==> src/rtl/iao_pkg.sv <==
package iao_pkg;
  // Instruction field positions
  localparam int OpHi = 31;
  localparam int OpLo = 30;
  localparam int RdHi = 29;
  localparam int RdLo = 25;
  localparam int ExtHi = 24;
  localparam int ExtLo = 19;
  localparam int SrcAHi = 18;
  localparam int SrcALo = 14;
  localparam int ImmSelBit = 13;
  localparam int ImmHi = 12;
  localparam int SrcBHi = 4;
  localparam int ShHi = 4;
  localparam int FlagSetBit = 4;
  localparam logic [1:0] OpClassArith = 2'h2;
  // Opcode extension codes
  localparam logic [5:0] ExtAdd = 6'h00;
  localparam logic [5:0] ExtAddF = 6'h10;
  localparam logic [5:0] ExtAddC = 6'h08;
  localparam logic [5:0] ExtAddCF = 6'h18;
  localparam logic [5:0] ExtSub = 6'h04;
  localparam logic [5:0] ExtSubF = 6'h14;
  localparam logic [5:0] ExtSubC = 6'h0c;
  localparam logic [5:0] ExtSubCF = 6'h1c;
  localparam logic [5:0] ExtTagAdd = 6'h20;
  localparam logic [5:0] ExtTagAddTrap = 6'h22;
  localparam logic [5:0] ExtTagSub = 6'h21;
  localparam logic [5:0] ExtTagSubTrap = 6'h23;
  localparam logic [5:0] ExtMulStep = 6'h24;
  localparam logic [5:0] ExtConj = 6'h01;
  localparam logic [5:0] ExtConjInv = 6'h05;
  localparam logic [5:0] ExtDisj = 6'h02;
  localparam logic [5:0] ExtDisjInv = 6'h06;
  localparam logic [5:0] ExtXor = 6'h03;
  localparam logic [5:0] ExtXnor = 6'h07;
  localparam logic [5:0] ExtShl = 6'h25;
  localparam logic [5:0] ExtShrl = 6'h26;
  localparam logic [5:0] ExtShra = 6'h27;
  // Flag vector order {n,z,v,c}
  localparam int FlagN = 3;
  localparam int FlagZ = 2;
  localparam int FlagV = 1;
  localparam int FlagC = 0;
  localparam logic [3:0] FlagsReset = 4'h0;
  localparam logic [31:0] MulRegReset = 32'h0;
  localparam logic [31:0] WordZero = 32'h0;
  localparam logic [1:0] TagZero = 2'h0;
  // Operation classes
  typedef enum logic [2:0] {
    IaoAdd, IaoSub, IaoMul, IaoLogic, IaoShift, IaoNone
  } iao_cls_t;
endpackage : iao_pkg

==> src/rtl/iao_alu.sv <==
// Functional notes
// - Operand B: register or sign-extended immediate
// - Add family decoded from extension codes
// - Carry variants add the state carry flag
// - Flag adds update flags, others do not
// - Tag overflow: low tag bits or overflow
// - Tagged add decoded, trapping and plain
// - Trapping tagged add overflow: trap, no writes
// - Trapping tagged add ok: flags, V cleared
// - Plain tagged add sets V, always writes
// - Subtract, extended forms also subtract carry
// - Flag subtracts update all flags
// - Tagged subtract decoded, trapping and plain
// - Trapping tagged subtract traps, else writes
// - Plain tagged subtract sets V, writes
// - Multiply step shifts in N xor V
// - Multiply step adds operand when multiplier LSB
// - Multiply step writes sum and flags
// - Multiplier shifts right taking A's LSB
// - Six bitwise logical operations
// - Logical codes; bit four selects flags
// - Flag logical ops update flags
// - Shift amount is low five bits
// - Left shift fills zeros
// - Right shifts logical and arithmetic
// - Arithmetic fills sign; shifts keep flags
`timescale 1ns/1ps
module iao_alu
(
  input wire logic core_clk,
  input wire logic reset,
  input wire logic clkEn, // Freezes all state when low
  input wire logic instValid, // Instruction issue strobe
  input wire logic [31:0] instWord, // Format-3 instruction
  input wire logic [31:0] srcAVal, // Register file read A
  input wire logic [31:0] srcBVal, // Register file read B
  output logic [4:0] srcAAddr, // Read address A
  output logic [4:0] srcBAddr, // Read address B
  output logic rdWrEn_q, // Destination write pulse
  output logic [4:0] rdAddr_q, // Destination index
  output logic [31:0] rdData_q, // Destination data
  output logic tagTrap_q, // Tag overflow trap pulse
  output logic illegalOp_q, // Unknown extension or op class pulse
  output logic [3:0] flags_q, // State word n,z,v,c
  output logic [31:0] mulReg_q // Multiplier register
);
  import iao_pkg::*;

  // Field slicing
  logic [5:0] ext;
  logic immSel;
  logic isFmt3;
  logic [4:0] rdIdx;
  logic [31:0] immSigned;
  logic [31:0] opB;
  logic [4:0] shAmt;
  assign isFmt3 = instWord[OpHi:OpLo] == OpClassArith;
  assign ext = instWord[ExtHi:ExtLo];
  assign rdIdx = instWord[RdHi:RdLo];
  assign immSel = instWord[ImmSelBit];
  assign srcAAddr = instWord[SrcAHi:SrcALo];
  assign srcBAddr = instWord[SrcBHi:0];
  // Sign-extend 13-bit immediate
  assign immSigned = {{(31 - ImmHi){instWord[ImmHi]}}, instWord[ImmHi:0]};
  assign opB = immSel ? immSigned : srcBVal;
  assign shAmt = opB[ShHi:0];

  // Decode into class and modifiers
  iao_cls_t cls;
  logic useCarry;
  logic setFlags;
  logic isTagged;
  logic trapOnOv;
  always_comb begin
    cls = IaoNone;
    useCarry = 1'b0;
    setFlags = 1'b0;
    isTagged = 1'b0;
    trapOnOv = 1'b0;
    unique case (ext)
      // Add family
      ExtAdd: cls = IaoAdd;
      ExtAddF: begin
        cls = IaoAdd;
        setFlags = 1'b1;
      end
      ExtAddC: begin
        cls = IaoAdd;
        useCarry = 1'b1;
      end
      ExtAddCF: begin
        cls = IaoAdd;
        useCarry = 1'b1;
        setFlags = 1'b1;
      end
      // Subtract family
      ExtSub: cls = IaoSub;
      ExtSubF: begin
        cls = IaoSub;
        setFlags = 1'b1;
      end
      ExtSubC: begin
        cls = IaoSub;
        useCarry = 1'b1;
      end
      ExtSubCF: begin
        cls = IaoSub;
        useCarry = 1'b1;
        setFlags = 1'b1;
      end
      // Tagged forms
      ExtTagAdd, ExtTagAddTrap: begin
        cls = IaoAdd;
        setFlags = 1'b1;
        isTagged = 1'b1;
        trapOnOv = ext == ExtTagAddTrap;
      end
      ExtTagSub, ExtTagSubTrap: begin
        cls = IaoSub;
        setFlags = 1'b1;
        isTagged = 1'b1;
        trapOnOv = ext == ExtTagSubTrap;
      end
      ExtMulStep: begin
        cls = IaoMul;
        setFlags = 1'b1;
      end
      // Logical, bit four selects flag update
      ExtConj, ExtConjInv, ExtDisj, ExtDisjInv, ExtXor, ExtXnor,
      ExtXor | 6'h10, ExtConj | 6'h10, ExtConjInv | 6'h10,
      ExtDisj | 6'h10, ExtDisjInv | 6'h10, ExtXnor | 6'h10: begin
        cls = IaoLogic;
        setFlags = ext[FlagSetBit];
      end
      ExtShl, ExtShrl, ExtShra: cls = IaoShift;
      default: cls = IaoNone;
    endcase
    // Other op classes: no modifier may leak into a trap or flag write
    if (!isFmt3) begin
      cls = IaoNone;
      useCarry = 1'b0;
      setFlags = 1'b0;
      isTagged = 1'b0;
      trapOnOv = 1'b0;
    end
  end

  // Adder shared by add, subtract and multiply step
  logic [31:0] addA;
  logic [31:0] addB;
  logic carryIn;
  logic [32:0] sum;
  logic [31:0] mulShifted;
  logic isSub;
  assign isSub = cls == IaoSub;
  // Partial product shifted with N xor V on top
  assign mulShifted = {flags_q[FlagN] ^ flags_q[FlagV], srcAVal[31:1]};
  always_comb begin
    addA = srcAVal;
    addB = opB;
    carryIn = 1'b0;
    if (cls == IaoMul) begin
      addA = mulShifted;
      addB = mulReg_q[0] ? opB : WordZero;
    end else if (isSub) begin
      // A - B - c as A + ~B + ~c
      addB = ~opB;
      carryIn = ~(useCarry & flags_q[FlagC]);
    end else begin
      carryIn = useCarry & flags_q[FlagC];
    end
  end
  assign sum = {1'b0, addA} + {1'b0, addB} + {32'h0, carryIn};

  // Arithmetic flags
  logic arithOv;
  logic arithC;
  logic tagOv;
  assign arithOv = (addA[31] == addB[31]) && (sum[31] != addA[31]);
  assign arithC = isSub ? ~sum[32] : sum[32]; // Borrow for subtract
  // Tag bits of either operand, or overflow
  assign tagOv = (srcAVal[1:0] != TagZero) || (opB[1:0] != TagZero)
      || arithOv;

  // Logical unit
  logic [31:0] logicRes;
  always_comb begin
    unique case (ext[2:0])
      ExtConj[2:0]: logicRes = srcAVal & opB;
      ExtConjInv[2:0]: logicRes = srcAVal & ~opB;
      ExtDisj[2:0]: logicRes = srcAVal | opB;
      ExtDisjInv[2:0]: logicRes = srcAVal | ~opB;
      ExtXor[2:0]: logicRes = srcAVal ^ opB;
      ExtXnor[2:0]: logicRes = ~(srcAVal ^ opB);
      default: logicRes = WordZero;
    endcase
  end

  // Shifter, zero amount passes operand
  logic [31:0] shiftRes;
  always_comb begin
    unique case (ext)
      ExtShl: shiftRes = srcAVal << shAmt;
      ExtShrl: shiftRes = srcAVal >> shAmt;
      ExtShra: shiftRes = $unsigned($signed(srcAVal) >>> shAmt);
      default: shiftRes = srcAVal;
    endcase
  end

  // Result and next flags
  logic [31:0] result;
  logic [3:0] newFlags;
  logic doWrite;
  logic doFlags;
  logic doTrap;
  always_comb begin
    result = sum[31:0];
    newFlags = {sum[31], sum[31:0] == WordZero, arithOv, arithC};
    if (cls == IaoLogic) begin
      result = logicRes;
      newFlags = {logicRes[31], logicRes == WordZero, 2'b00};
    end else if (cls == IaoShift) begin
      result = shiftRes;
    end
    if (isTagged) begin
      newFlags[FlagV] = tagOv & ~trapOnOv;
    end
    doTrap = instValid && isTagged && trapOnOv && tagOv;
    doWrite = instValid && cls != IaoNone && !doTrap;
    doFlags = doWrite && setFlags;
  end

  // Destination write port
  always_ff @(posedge core_clk or posedge reset) begin
    if (reset) begin
      rdWrEn_q <= 1'b0;
      rdAddr_q <= 5'h00;
      rdData_q <= WordZero;
      tagTrap_q <= 1'b0;
      illegalOp_q <= 1'b0;
    end else if (clkEn) begin
      rdWrEn_q <= doWrite;
      tagTrap_q <= doTrap;
      illegalOp_q <= instValid && cls == IaoNone;
      if (doWrite) begin
        rdAddr_q <= rdIdx;
        rdData_q <= result;
      end
    end
  end

  // Condition flags of the state word
  always_ff @(posedge core_clk or posedge reset) begin
    if (reset) begin
      flags_q <= FlagsReset;
    end else if (clkEn && doFlags) begin
      flags_q <= newFlags;
    end
  end

  // Multiplier register shift
  always_ff @(posedge core_clk or posedge reset) begin
    if (reset) begin
      mulReg_q <= MulRegReset;
    end else if (clkEn && instValid && cls == IaoMul) begin
      mulReg_q <= {srcAVal[0], mulReg_q[31:1]};
    end
  end

  // Checks
  trap_blocks_write_a: assert property (@(posedge core_clk)
    disable iff (reset) tagTrap_q |-> !rdWrEn_q)
    else $error("trap with destination write");
  trap_keeps_flags_a: assert property (@(posedge core_clk)
    disable iff (reset) tagTrap_q |-> $stable(flags_q))
    else $error("flags changed on trap");
  plain_add_flags_a: assert property (@(posedge core_clk)
    disable iff (reset) clkEn && instValid && isFmt3 && ext == ExtAdd
    |=> $stable(flags_q))
    else $error("plain add touched flags");
  shift_keeps_flags_a: assert property (@(posedge core_clk)
    disable iff (reset) clkEn && instValid && cls == IaoShift
    |=> $stable(flags_q))
    else $error("shift touched flags");
  tag_ov_set_a: assert property (@(posedge core_clk)
    disable iff (reset) clkEn && instValid && isFmt3 && ext == ExtTagAdd
    && srcAVal[0] |=> flags_q[FlagV] && rdWrEn_q)
    else $error("tagged add missed tag overflow");
  tagtv_clear_v_a: assert property (@(posedge core_clk)
    disable iff (reset) clkEn && instValid && isFmt3
    && ext == ExtTagAddTrap && !tagOv |=> !flags_q[FlagV] && rdWrEn_q)
    else $error("trapping tagged add left v set");
  mul_shift_a: assert property (@(posedge core_clk)
    disable iff (reset) clkEn && instValid && cls == IaoMul
    |=> mulReg_q[31] == $past(srcAVal[0]))
    else $error("multiplier top bit wrong");
  add_result_a: assert property (@(posedge core_clk)
    disable iff (reset) clkEn && instValid && isFmt3 && ext == ExtAdd
    |=> rdData_q == $past(srcAVal) + $past(opB))
    else $error("add result wrong");
  logic_cv_clear_a: assert property (@(posedge core_clk)
    disable iff (reset) clkEn && doFlags && cls == IaoLogic
    |=> flags_q[FlagC:0] == 1'b0 && !flags_q[FlagV])
    else $error("logical op left c or v");
  // Result, write and flag checks per operation class
  illegal_no_write_a: assert property (@(posedge core_clk)
    disable iff (reset) illegalOp_q |-> !rdWrEn_q && !tagTrap_q)
    else $error("undecoded word wrote or trapped");
  sub_result_a: assert property (@(posedge core_clk)
    disable iff (reset) clkEn && instValid && isFmt3 && ext == ExtSub
    |=> rdData_q == $past(srcAVal) - $past(opB))
    else $error("subtract result wrong");
  addc_result_a: assert property (@(posedge core_clk)
    disable iff (reset) clkEn && instValid && isFmt3 && ext == ExtAddC
    |=> rdData_q == $past(srcAVal) + $past(opB)
    + {31'h0, $past(flags_q[FlagC])})
    else $error("carry add result wrong");
  mul_skip_add_a: assert property (@(posedge core_clk)
    disable iff (reset) clkEn && instValid && cls == IaoMul && !mulReg_q[0]
    |=> rdData_q == $past(mulShifted))
    else $error("multiply step added with multiplier bit clear");
  shl_result_a: assert property (@(posedge core_clk)
    disable iff (reset) clkEn && instValid && isFmt3 && ext == ExtShl
    |=> rdData_q == $past(srcAVal) << $past(shAmt))
    else $error("left shift result wrong");
  conj_result_a: assert property (@(posedge core_clk)
    disable iff (reset) clkEn && instValid && isFmt3 && ext == ExtConj
    |=> rdData_q == ($past(srcAVal) & $past(opB)))
    else $error("conjunction result wrong");
  plain_logic_flags_a: assert property (@(posedge core_clk)
    disable iff (reset) clkEn && instValid && isFmt3 && ext == ExtConj
    |=> $stable(flags_q))
    else $error("plain logical op touched flags");

  // Scenario coverage
  cov_trap_c: cover property (@(posedge core_clk) tagTrap_q);
  cov_mul_c: cover property (@(posedge core_clk)
    clkEn && instValid && cls == IaoMul && mulReg_q[0]);
  cov_sra_c: cover property (@(posedge core_clk)
    clkEn && instValid && isFmt3 && ext == ExtShra && srcAVal[31]);
  cov_tag_sub_c: cover property (@(posedge core_clk)
    clkEn && instValid && isFmt3 && ext == ExtTagSub);
endmodule : iao_alu

==> config.mk <==
export PLATFORM = sky130hd
export DESIGN_NAME = iao_alu
export DESIGN_NICKNAME = d
export VERILOG_FILES = /design/src/rtl/iao_pkg.sv /design/src/rtl/iao_alu.sv
export SDC_FILE = /design/constraint.sdc
export NUM_CORES = 1
export LEC_CHECK = 0
export BUFFER_PORTS_ARGS = -buffer_cell sky130_fd_sc_hd__clkbuf_2
export CORE_MARGIN = 2
export CORE_UTILIZATION = 64
export DETAILED_ROUTE_END_ITERATION = 6
export PLACE_DENSITY = 0.89
export SYNTH_ARGS = -nofsm -noshare
export SYNTH_HDL_FRONTEND = slang
export SYNTH_SLANG_ARGS = --single-unit
==> constraint.sdc <==
create_clock -name core_clk -period 6.6 [get_ports core_clk]
set_input_delay 1.65 -clock core_clk [delete_from_list [all_inputs] [get_ports core_clk]]
set_output_delay 1.65 -clock core_clk [all_outputs]
set_load 0.005 [all_outputs]
==> metrics.log <==
INFO  metric status = finished with violations
INFO  metric violations = design-rule violations
INFO  metric synth-main-ff-cell = sky130_fd_sc_hd__dfrtp_1
INFO  metric rsz0062_at_grt = no
INFO  metric syn-mean-instance-area = approximately 8.1 um^2
INFO  metric crit_fanout = 20
INFO  metric vias = 13,620
INFO  metric top_routing_layer_in_use = met5
INFO  metric start_util = 0.6578
INFO  metric clkLatencyLatePin = approximately 0.34 ns
INFO  metric whs = roughly 0.5 ns
INFO  metric globalplace.congestion = around 1.1
INFO  metric netlist_instances = 1,473
INFO  metric cts_root_buf = sky130_fd_sc_hd__clkbuf_16
INFO  metric clk_slew_on_worst_s_h_paths = 0.07 ns
INFO  metric sum_of_negative_setup_slack = 0 ns
INFO  metric cts_bufs_inserted = 9
INFO  metric tightest_slew = 1.070 ns
INFO  metric max_clock_freq = 158.6 MHz
INFO  metric initialDrtViolationCount = approximately 2,500
INFO  metric slew_violations = 0
INFO  metric min_path_type = reg -> reg
INFO  metric multi_input_area = around 9300 um^2
INFO  metric post_cts_resize_count = 0
INFO  metric wl_met3 = 6.707 mm
INFO  metric ff_latch_area = around 1900 um^2
INFO  metric wire_per_inst = ~27 um
INFO  metric cts_max_path_buffers = 2
INFO  metric syn_to_final_growth = 11.96%
INFO  metric chipHeight = about 140 um
INFO  metric m1WireLength = approximately 17 mm
INFO  metric cts_tree = yes
INFO  metric placeableCoreArea = 18,090 um^2
INFO  metric final_nets = roughly 1,700
INFO  metric startpoint_type = input pin
INFO  metric proportion_of_synthesized_chip_area_in_sequential_cells = 0.1599
INFO  metric vdd_ir_drop_max = between 0.2 and 0.25 mV
INFO  metric cts.htree.levels = 3
INFO  metric die-width = roughly 140 um
INFO  metric die-area = around 20,000 um^2
INFO  metric finish.utilization = 0.7364
INFO  metric remaining_max_slew_budget_at_the_tightest_pin = 0.2859
INFO  metric post-layout-total-power = roughly 2.5 mW
INFO  metric layout-drive-gt1-share = 0.2775
INFO  metric synth-edff-count = 0
INFO  metric grt_pass1_vias = between 10,000 and 15,000
INFO  metric cp_data_arrival_time = between 6 and 7 ns
INFO  metric syn-num-nets = roughly 1,600
INFO  metric detailed_place_hpwl = 37.13 mm
INFO  metric globalRoute.totalOverflow = 0
INFO  metric buffer_ports.inserted = 175
INFO  metric kind_of_critical_path = in -> reg
INFO  metric synth.cell_area = roughly 12,000 um^2
INFO  metric ys_types = just over 80
INFO  metric global_route_wire_length_before_repair = roughly 75 mm
INFO  metric stdcell_count = 1,805
INFO  metric p_leak = approximately 5.7 nW
INFO  metric vias_per_cell = 7.543
INFO  metric final_clock_period_utilization_by_the_worst_path = 0.9554
INFO  metric met2RoutedLength = 21.51 mm
INFO  metric cts_setup_buffers = 0
INFO  metric fillerInstances = between 1,000 and 1,500
INFO  metric antenna_violating_nets_left = 0
INFO  metric io_pins = around 190
INFO  metric drt-pass1-iter-count = 7
INFO  metric grt_max_degree = a little under 80
INFO  metric count_of_final_setup_violators = 0
INFO  metric clock_sink_count = 76
INFO  metric min_period = ~6.3 ns
INFO  metric critical_path.endpoint_type = flip-flop
INFO  metric placed_insts = 1,788
INFO  metric track_usage = 0.4906
INFO  metric cts.hold.buffers_added = 0
INFO  metric synth.ff_latch_count = 76
INFO  metric max_cap_viols = 0
INFO  metric postRouteWirelength = just under 50 mm
INFO  metric grt_antenna_before_repair = 4
INFO  metric clock_skew_after_layout = approximately 0.010 ns
INFO  metric req_time_crit_path = slightly below 7 ns
INFO  metric yosysWarningCount = 0
INFO  metric powerDensity = ~190 nW/um^2
INFO  metric rows = about 50
INFO  metric remaining_drc_errors = 2
INFO  metric synth_async_sr_flop_share = 1.000
INFO  metric finalHoldViolations = 0
registers in the layout (all words and copies together) (netlist names):
name and count:
illegalOp_q 1, mulReg_q 32, tagTrap_q 1, rdAddr_q 5, flags_q 4, rdWrEn_q 1
rdData_q 32
cells in the final DEF (no fill, tap or decap), types with 10 or more instances in the layout:
master                       n
sky130_fd_sc_hd__clkbuf_2  175
sky130_fd_sc_hd__nor2_1    140
sky130_fd_sc_hd__nand2_1   127
sky130_fd_sc_hd__mux2i_1   109
sky130_fd_sc_hd__a21oi_1   107
sky130_fd_sc_hd__o21ai_0   102
sky130_fd_sc_hd__mux2_2     93
sky130_fd_sc_hd__dfrtp_1    76
sky130_fd_sc_hd__buf_4      65
sky130_fd_sc_hd__mux4_2     54
sky130_fd_sc_hd__nor3_1     47
sky130_fd_sc_hd__xnor2_1    41
sky130_fd_sc_hd__ha_1       32
sky130_fd_sc_hd__nand3_1    31
sky130_fd_sc_hd__a21o_1     23
sky130_fd_sc_hd__o211ai_1   23
sky130_fd_sc_hd__a211oi_1   21
sky130_fd_sc_hd__a32oi_1    21
sky130_fd_sc_hd__inv_1      18
sky130_fd_sc_hd__o21a_1     15
sky130_fd_sc_hd__o22ai_1    15
sky130_fd_sc_hd__nand4_1    12
sky130_fd_sc_hd__or3_1      12
sky130_fd_sc_hd__o22a_1     11
sky130_fd_sc_hd__o31ai_1    10
sky130_fd_sc_hd__a31oi_1    10
critical path, cell delays in order:
cell and delay [ns]:
sky130_fd_sc_hd__clkbuf_2 0.16, sky130_fd_sc_hd__or4b_1 0.58, sky130_fd_sc_hd__o22ai_2 0.26, sky130_fd_sc_hd__o2111ai_4 0.21, sky130_fd_sc_hd__o21ai_2 0.20, sky130_fd_sc_hd__buf_4 0.28
sky130_fd_sc_hd__mux2i_1 0.12, sky130_fd_sc_hd__ha_1 0.41, sky130_fd_sc_hd__nand4_2 0.17, sky130_fd_sc_hd__or4_4 0.58, sky130_fd_sc_hd__a2111oi_4 0.38, sky130_fd_sc_hd__o21ai_2 0.08
sky130_fd_sc_hd__and3b_4 0.21, sky130_fd_sc_hd__mux2_4 0.35, sky130_fd_sc_hd__o21a_4 0.25, sky130_fd_sc_hd__or4_4 0.52, sky130_fd_sc_hd__o21ai_2 0.13
stage by stage:
step,setup WS [ns],instance area [um^2]
2_1_floorplan,0.04965,11900
3_3_place_gp,0.1923,12990
3_5_place_dp,0.08760,12990
4_1_cts,0.4141,13320
5_1_grt,0.2109,13320
6_report,0.2945,13320
path summary, 6_finish.rpt:
kind,end,startpoint,slack [ns],cells past startpoint
worst max register to register,flags_q[2],mulReg_q[0],2.34,13
min in group asynchronous,mulReg_q[18],reset,1.58,3
max in group asynchronous,rdWrEn_q,reset,4.41,3
worst max-delay path,flags_q[2],instWord[19],0.29,17
worst min-delay path,rdData_q[12],rdData_q[12],0.49,1
worst min register to register,rdData_q[12],rdData_q[12],0.49,1
per-layer routing:
| metal | track usage | vias to the layer above |
|---|---|---|
| li1 | - | 5777 |
| met1 | 0.6116 | 6324 |
| met2 | 0.7660 | 1180 |
| met3 | 0.1456 | 331 |
| met4 | 0.2685 | 4 |
| met5 | 0 | - |
layout make-up:
class                           count  area share
Multi-Input combinational cell   1222      0.7012
Sequential cell                    76      0.1428
Timing Repair Buffer              241      0.1039
Tap cell                          229     0.02151
Clock buffer                        9     0.01691
Clock inverter                      7    0.007891
Inverter                           20    0.005636
Antenna cell                        1   0.0001879
logic make-up (layout without fill, tap and decap cells):
kind of cell               after synthesis  count (layout)  synth area share
and+or+nand+nor                        437             437            0.1714
xor gates and xnor gates                49              49           0.03607
buffers and inverters                  175             277           0.06258
adders and majority gates               34              34           0.03702
other                                    0               1                 0
AOI/OAI and AO/OA                      441             441            0.2461
muxes                                  261             261            0.2869
DFF                                     76              76            0.1599
cells in the mapped netlist, types with 23 or more instances:
master	count	area (um^2)
sky130_fd_sc_hd__a21o_1	23	172.7
sky130_fd_sc_hd__a21oi_1	107	535.5
sky130_fd_sc_hd__buf_2	31	155.2
sky130_fd_sc_hd__clkbuf_1	100	375.4
sky130_fd_sc_hd__dfrtp_1	76	1902
sky130_fd_sc_hd__ha_1	32	400.4
sky130_fd_sc_hd__mux2_2	93	1047
sky130_fd_sc_hd__mux2i_1	112	1121
sky130_fd_sc_hd__mux4_2	54	1216
sky130_fd_sc_hd__nand2_1	127	476.7
sky130_fd_sc_hd__nand3_1	31	155.2
sky130_fd_sc_hd__nor2_1	141	529.3
sky130_fd_sc_hd__nor3_1	48	240.2
sky130_fd_sc_hd__o211ai_1	23	172.7
sky130_fd_sc_hd__o21ai_0	102	510.5
sky130_fd_sc_hd__xnor2_1	41	359.1
where the power goes:
part | internal, mW | total [mW] | switching (mW) | leakage, nW
Sequential | 0.554 | 0.612 | 0.0578 | 0.979
Combinational | 0.547 | 1.36 | 0.814 | 4.58
Clock | 0.338 | 0.547 | 0.209 | 0.159
Total | 1.44 | 2.52 | 1.08 | 5.71
No activity file was read; power rests on OpenSTA's default activity.
